## src/include/cdt_pkg.sv

```systemverilog
package cdt_pkg;

  localparam int NUM_PAIRS = 3;
  localparam int DT_W = 12;
  localparam int DT_BUS_W = 15;
  localparam logic [DT_W-1:0] DT_RESET = 12'h0fff;
  localparam logic [1:0] PRESC_DIV1 = 2'h0;

  typedef enum logic [1:0] {
    CORR_NONE = 2'h0,
    CORR_MANUAL = 2'h1,
    CORR_DEADTIME = 2'h2,
    CORR_CYCLE = 2'h3
  } corr_t;

endpackage

```

## src/rtl/complementary_deadtime_correction.sv

```systemverilog
`timescale 1ns/1ps

module complementary_deadtime_correction
  import cdt_pkg::*;
#(
  parameter int PAIRS = cdt_pkg::NUM_PAIRS
) (
  input wire logic ref_clk,
  input wire logic resetn,
  input wire logic [PAIRS-1:0] pair_independent_select,
  input wire logic [PAIRS-1:0] deadtime_wr,
  input wire logic [cdt_pkg::DT_W-1:0] deadtime_wdata,
  input wire logic [1:0] pwm_prescale,
  input wire logic [1:0] correction_method,
  input wire logic manual_value_select_a,
  input wire logic manual_value_select_b,
  input wire logic manual_value_select_c,
  input wire logic modulator_enable,
  input wire logic edge_aligned,
  input wire logic cycle_end,
  input wire logic half_cycle,
  input wire logic [2*PAIRS-1:0] gen_out,
  input wire logic current_sense_pin_a,
  input wire logic current_sense_pin_b,
  input wire logic current_sense_pin_c,
  output logic [2*PAIRS-1:0] pwm_out,
  output logic [PAIRS-1:0] value_select_odd,
  output logic [PAIRS-1:0] deadtime_sample_first,
  output logic [PAIRS-1:0] deadtime_sample_second,
  output logic [PAIRS-1:0] sense_gpio_in,
  output logic sense_pins_in_use
);
  import cdt_pkg::*;

  logic [DT_W-1:0] dt_reg_r [PAIRS];
  logic [DT_BUS_W-1:0] dt_cnt_r [PAIRS];
  logic [PAIRS-1:0] sense_meta_r;
  logic [PAIRS-1:0] sense_sync_r;
  logic [PAIRS-1:0] manual_vec;
  logic [PAIRS-1:0] gen_even;
  logic [PAIRS-1:0] gen_odd;
  logic [PAIRS-1:0] dt_in;
  logic [PAIRS-1:0] in_r;
  logic [PAIRS-1:0] in_q;
  logic [PAIRS-1:0] odd_in_r;
  logic [PAIRS-1:0] even_in_r;
  logic [PAIRS-1:0] chg_vec;
  logic [PAIRS-1:0] busy;
  logic [PAIRS-1:0] busy_q;
  logic [PAIRS-1:0] dt_end;
  logic [PAIRS-1:0] top_r;
  logic [PAIRS-1:0] bot_r;
  logic [PAIRS-1:0] sel_odd_r;
  logic [PAIRS-1:0] latch_r;
  logic enable_q;
  logic en_rise;
  corr_t method;

  // Bus clocks of deadtime less the toggle cycle itself, and one clock fewer again when prescaled, never below zero
  function automatic logic [DT_BUS_W-1:0] dt_load(
    input logic [DT_W-1:0] count,
    input logic [1:0] presc
  );
    logic [DT_BUS_W-1:0] total;
    total = DT_BUS_W'({3'h0, count} << presc);
    if (presc != PRESC_DIV1 && total != '0) begin
      total = total - 1'b1;
    end
    return (total == '0) ? '0 : total - 1'b1;
  endfunction

  assign method = corr_t'(correction_method);
  assign manual_vec = {manual_value_select_c, manual_value_select_b,
                       manual_value_select_a};
  assign en_rise = modulator_enable & ~enable_q;
  assign sense_gpio_in = sense_sync_r;
  assign sense_pins_in_use = (method != CORR_NONE);
  assign value_select_odd = sel_odd_r;

  always_comb begin
    for (int p = 0; p < PAIRS; p++) begin
      gen_even[p] = gen_out[2*p];
      gen_odd[p] = gen_out[2*p+1];
      // Only one value generator feeds a complementary pair at a time
      dt_in[p] = sel_odd_r[p] ? gen_odd[p] : gen_even[p];
      chg_vec[p] = (in_r[p] ^ in_q[p]) & ~pair_independent_select[p];
      busy[p] = chg_vec[p] | (dt_cnt_r[p] != '0);
      dt_end[p] = busy_q[p] & ~busy[p] & ~pair_independent_select[p];
      pwm_out[2*p] = top_r[p];
      pwm_out[2*p+1] = bot_r[p];
    end
  end

  // Pins are asynchronous to the bus clock
  always_ff @(posedge ref_clk or negedge resetn) begin
    if (!resetn) begin
      sense_meta_r <= '0;
      sense_sync_r <= '0;
    end else begin
      sense_meta_r <= {current_sense_pin_c, current_sense_pin_b,
                       current_sense_pin_a};
      sense_sync_r <= sense_meta_r;
    end
  end

  always_ff @(posedge ref_clk or negedge resetn) begin
    if (!resetn) begin
      for (int p = 0; p < PAIRS; p++) begin
        dt_reg_r[p] <= DT_RESET;
      end
    end else begin
      for (int p = 0; p < PAIRS; p++) begin
        if (deadtime_wr[p]) begin
          dt_reg_r[p] <= deadtime_wdata;
        end
      end
    end
  end

  // First pipeline stage of the two-cycle output path
  always_ff @(posedge ref_clk or negedge resetn) begin
    if (!resetn) begin
      in_r <= '0;
      in_q <= '0;
      odd_in_r <= '0;
      even_in_r <= '0;
      busy_q <= '0;
    end else begin
      in_r <= dt_in;
      in_q <= in_r;
      odd_in_r <= gen_odd;
      // Independent top ignores the correction choice of odd or even
      even_in_r <= gen_even;
      busy_q <= busy;
    end
  end

  always_ff @(posedge ref_clk or negedge resetn) begin
    if (!resetn) begin
      for (int p = 0; p < PAIRS; p++) begin
        dt_cnt_r[p] <= '0;
      end
    end else begin
      for (int p = 0; p < PAIRS; p++) begin
        if (chg_vec[p]) begin
          // Reload on every toggle of a complementary pair, even mid deadtime
          dt_cnt_r[p] <= dt_load(dt_reg_r[p], pwm_prescale);
        end else if (dt_cnt_r[p] != '0) begin
          dt_cnt_r[p] <= dt_cnt_r[p] - 1'b1;
        end
      end
    end
  end

  // Second stage drives the pins
  always_ff @(posedge ref_clk or negedge resetn) begin
    if (!resetn) begin
      top_r <= '0;
      bot_r <= '0;
    end else begin
      for (int p = 0; p < PAIRS; p++) begin
        if (pair_independent_select[p]) begin
          top_r[p] <= even_in_r[p];
          bot_r[p] <= odd_in_r[p];
        end else begin
          // Both off during deadtime, otherwise complements
          top_r[p] <= in_r[p] & ~busy[p];
          bot_r[p] <= ~in_r[p] & ~busy[p];
        end
      end
    end
  end

  // First sample precedes top assertion, second precedes bottom
  always_ff @(posedge ref_clk or negedge resetn) begin
    if (!resetn) begin
      deadtime_sample_first <= '0;
      deadtime_sample_second <= '0;
    end else begin
      for (int p = 0; p < PAIRS; p++) begin
        if (dt_end[p] && in_r[p]) begin
          deadtime_sample_first[p] <= sense_sync_r[p];
        end
        if (dt_end[p] && !in_r[p]) begin
          deadtime_sample_second[p] <= sense_sync_r[p];
        end
      end
    end
  end

  always_ff @(posedge ref_clk or negedge resetn) begin
    if (!resetn) begin
      enable_q <= 1'b0;
    end else begin
      enable_q <= modulator_enable;
    end
  end

  // Latched sense state waits for the next cycle end
  always_ff @(posedge ref_clk or negedge resetn) begin
    if (!resetn) begin
      latch_r <= '1;
    end else if (!modulator_enable || en_rise) begin
      latch_r <= '1;
    end else begin
      for (int p = 0; p < PAIRS; p++) begin
        if (method == CORR_DEADTIME && dt_end[p]) begin
          // No deadtime at 0% or 100%, so nothing new is taken
          latch_r[p] <= sense_sync_r[p];
        end else if (method == CORR_CYCLE && !edge_aligned && half_cycle) begin
          latch_r[p] <= sense_sync_r[p];
        end
      end
    end
  end

  // Selection changes only at cycle end or on enable rise with a sense method, load okay plays no part
  always_ff @(posedge ref_clk or negedge resetn) begin
    if (!resetn) begin
      sel_odd_r <= '0;
    end else if (en_rise && correction_method[1]) begin
      sel_odd_r <= '1;
    end else if (cycle_end) begin
      unique case (method)
        CORR_NONE: sel_odd_r <= '0;
        CORR_MANUAL: sel_odd_r <= manual_vec;
        CORR_DEADTIME: sel_odd_r <= latch_r;
        CORR_CYCLE: sel_odd_r <= edge_aligned ? sense_sync_r : latch_r;
      endcase
    end
  end
endmodule // complementary_deadtime_correction

```

## config.mk

```make
export PLATFORM = sky130hd
export DESIGN_NAME = complementary_deadtime_correction
export DESIGN_NICKNAME = d
export VERILOG_FILES = /design/src/include/cdt_pkg.sv /design/src/rtl/complementary_deadtime_correction.sv
export SDC_FILE = /design/constraint.sdc
export NUM_CORES = 1
export LEC_CHECK = 0
export ABC_AREA = 1
export BUFFER_PORTS_ARGS = -buffer_cell sky130_fd_sc_hd__buf_4
export CAP_MARGIN = 20
export CORE_MARGIN = 8
export CORE_UTILIZATION = 50
export DETAILED_ROUTE_END_ITERATION = 12
export PLACE_DENSITY_LB_ADDON = 0.15
export SLEW_MARGIN = 40
export SYNTH_ARGS = -nofsm -noshare
export SYNTH_HDL_FRONTEND = slang
export SYNTH_SLANG_ARGS = --single-unit
```

## constraint.sdc

```tcl
create_clock -name ref_clk -period 3.16 [get_ports ref_clk]
set_clock_uncertainty 0.2 [all_clocks]
set_input_delay 0.474 -clock ref_clk [delete_from_list [all_inputs] [get_ports ref_clk]]
set_output_delay 0.474 -clock ref_clk [all_outputs]
set_load 0.02 [all_outputs]
```

==> reports/summary.txt <==
status: finished, final reports clean
GRT Total Usage: 0.2213
die height: 149.6 um
top-area cell type share of the netlist area: 0.2300
clk root buf: clkbuf_16
layout net count: 1546
I/O Pins: 59
DP Cell Count: 1694
final number of setup-violating endpoints: 0
# port buffers: 58
multiplexer share of the synthesized area: 0.04994
adder-cell share of the synthesized area: 0.01683
Max stage delay cell, worst path: dfstp_2
gpl congestion: 0.8952
Post-synth EDFFs: 0
GRT overflow: 0
Setup TNS Final: 0 ns
Synth area leaders: dfrtp_1 23%, nand2_1 19%, dfstp_2 11%
biggest area consumer among synthesized cells: dfrtp_1
dpl ws: -0.09929 ns
power per cell area: 551.5 mW/mm^2
Post-Syn Instances: 1315
Clk Latency, worst-skew pair: 0.43 ns
final core occ: 0.6312
Rel. slew slack: 0.6170
initial antenna violation count: 0
CP Launch Type: register
CP arrival: 3.09 ns
Die W: 149.6 um
DR vias: 8978
Max Buffers Root-to-Sink: 2
Slew Viols, Final: 0
worst-path maximum fanout: 4
initial drt markers: 448
worst hold path class: in -> async
Synth Net Count: 1367
Crit. End Element: register
Synth Area in Compound Gates: 0.07364
minimum clock period: 2.946 ns
simple-gate share of the synthesized area: 0.3956
syn_area_per_cell: 6.783 sq um
die area: 0.02237 sq mm
cell mode on critical path: nand2_1
Syn. warnings: 0
Ant. Diodes: 0
leakage power: 5.668 nW
Post-CTS Setup Bufs: 0
Synth Area in XOR/XNOR: 0.03928
synth unique cells: 42
Antenna Violating Nets Remaining: 0
sequential share of the synthesized area: 0.3449
worst r2r src: dt_reg_r[12]
flops & latches, synth: 121
Req. time, crit path: 3.31 ns
Max VDD drop: 0.4320 mV
number of fill cells: 1633
largest family of logic cells by synthesized area: simple AND/OR/NAND/NOR gates
Core Rows: 49
DR vias/cell: 5.172
clock net sink count: 121
Post-DP HPWL: 18310 um
vias in the first global route: 8802
first-pass GRT wire length: 40770 um
Crit Path Category: reg -> reg
Avg WL per Cell: 13.70 um
cells along the critical path: inv_1, nor2_1, inv_1, ha_1, nand2_1, nor2_4, nand2_1, o21ai_2, a31oi_1, ha_1, nand3_1, nor2_4, nand2_1, nand2_1, nand2_1, nor2_1, nor2_1, nor2_1
post-route design area: 0.01118 sq mm
drt total wl: 23780 um
clk slew on worst S/H paths: 0.06 ns
Final Hold Fails: 0
layout cells sized above 1: 0.2316
CP max stage delay: 0.54 ns
ys async rst share: 1.000
CTS Buf Count: 17
max cap viols: 0
Layout Area Growth over Synthesis: 25.39%
Post-synth top flop: dfrtp_1
Placed Area: 0.01049 sq mm
R2R cell count: 18
FF-to-FF End: dt_cnt_r[25]
Synth Cell Area: 0.008920 sq mm
DRC Markers: 0
Least-Margin Pin Slew: 0.5692 ns
fmax: 0.3394 GHz
CTS tree: built
CORE AREA: 0.01772 sq mm
pin count of the biggest net entering global routing: 56
Pre-antenna DRT Iters: 6
final setup margin: 0.2136 ns
flop2flop setup slack: 0.21 ns
Tcrit/Tclk final: 0.9324
CTS H-Tree Depth: 4
Initial Util: 0.5034
Post-Layout Cell Count: 1736
-- placed cells by master (no fill, tap or decap), types with 4 or more instances in the layout --
cell type / instances
a31oi_1: 4
o21ai_0: 37
nor2_4: 10
nand3b_1: 7
dfstp_2: 39
nand4_1: 35
nand2_2: 15
mux2_2: 36
clkbuf_16: 18
mux2i_1: 4
nand3_1: 123
nor3_1: 15
o21ai_1: 4
inv_2: 9
nor4_1: 7
dfrtp_1: 82
dlygate4sd3_1: 10
nor2_1: 137
buf_4: 177
a21oi_1: 53
o21a_1: 5
nand2_1: 451
xor2_1: 24
inv_1: 119
buf_12: 6
inv_6: 4
ha_1: 10
nor2_2: 15
xnor2_1: 16
o211ai_1: 4
-- critical path: cells and delay by family, from the launching register on --
| kind | cells | cell delay (ns) |
|---|---|---|
| flops | 1 | 0.54 |
| buf+inv | 2 | 0.14 |
| fa+ha+maj | 2 | 0.47 |
| compound gates | 2 | 0.42 |
| simple gates | 12 | 1.11 |
-- routing by layer --
metal  global-route usage  wire length, um
met1               0.2738            10900
met2               0.3842            11820
met3              0.04052              652
met4              0.06562              405
met5                    0                0
-- logic make-up (layout without fill, tap and decap cells) --
kind of cell,after synthesis,after routing
DFF,121,121
adders and majority gates,12,12
AOI/OAI and AO/OA,118,118
buffers and inverters,163,355
xor gates and xnor gates,40,40
and+or+nand+nor,821,821
muxes,40,40
-- cells in the mapped netlist, types with 3 or more instances --
| master | instances |
|---|---|
| nand2_1 | 453 |
| nor2_1 | 141 |
| nand3_1 | 123 |
| inv_1 | 121 |
| dfrtp_1 | 82 |
| a21oi_1 | 53 |
| dfstp_2 | 39 |
| o21ai_0 | 37 |
| mux2_2 | 36 |
| nand4_1 | 35 |
| xor2_1 | 24 |
| nor2_2 | 17 |
| xnor2_1 | 16 |
| nor3_1 | 15 |
| nand2_2 | 13 |
| ha_1 | 12 |
| buf_2 | 9 |
| buf_6 | 9 |
| inv_2 | 8 |
| clkbuf_1 | 7 |
| nand3b_1 | 7 |
| nor4_1 | 7 |
| buf_4 | 5 |
| o21a_1 | 5 |
| a31oi_1 | 4 |
| mux2i_1 | 4 |
| nor2_4 | 4 |
| o211ai_1 | 4 |
| o21ai_1 | 4 |
| a221oi_1 | 3 |
| a22o_1 | 3 |
| buf_1 | 3 |
-- power by group --
part | switching (mW) | leakage (nW) | internal [mW] | total, mW
sequential | 0.292 | 1.41 | 1.90 | 2.20
clock | 0.753 | 0.284 | 1.16 | 1.91
combinational | 1.17 | 3.97 | 0.889 | 2.06
-- how the worst max path moves through the flow --
stage               startpoint            to  slack (ns)  cells past startpoint
5_1_grt        pwm_prescale[0]  dt_cnt_r[40]       -0.03                     20
6_report          dt_reg_r[12]  dt_cnt_r[25]        0.21                     18
3_3_place_gp   pwm_prescale[0]  dt_cnt_r[25]       -0.03                     21
4_1_cts           dt_reg_r[12]  dt_cnt_r[25]        0.22                     18
2_1_floorplan  pwm_prescale[1]  dt_cnt_r[14]       -0.02                     23
3_5_place_dp   pwm_prescale[0]  dt_cnt_r[25]        -0.1                     21
-- repair_timing --
item                       CTS  global route
resized for setup            0             5
setup endpoints to repair    0             6
hold buffers                10             0
hold endpoints to repair    10             0
-- flip-flops by register name, summed over array words and instances (netlist names) --
register / flops
deadtime_sample_second: 3
top_r: 3
sense_meta_r: 3
dt_cnt_r: 45
latch_r: 3
odd_in_r: 3
value_select_odd: 3
busy_q: 3
in_r: 3
enable_q: 1
deadtime_sample_first: 3
even_in_r: 3
dt_reg_r: 36
bot_r: 3
in_q: 3
sense_gpio_in: 3
-- stage by stage --
step           power (mW)  hold WS [ns]
3_5_place_dp        4.245        0.1355
4_1_cts             6.196       0.07781
5_1_grt             6.599       0.09063
6_report            6.168       0.06553
3_3_place_gp        4.194        0.1321
2_1_floorplan       3.566      -0.02159
-- layout make-up --
cell class | count | area, sq um | area share
well taps | 229 | 286.5 | 0.02562
clock inverters | 12 | 111.4 | 0.009956
repair buffers | 193 | 1549 | 0.1385
flip-flops and latches | 121 | 3077 | 0.2751
multi-input cells | 1031 | 5199 | 0.4648
clock buffers | 20 | 467.9 | 0.04184
inverters | 130 | 494.2 | 0.04419
(Power assumes the default switching activity.)
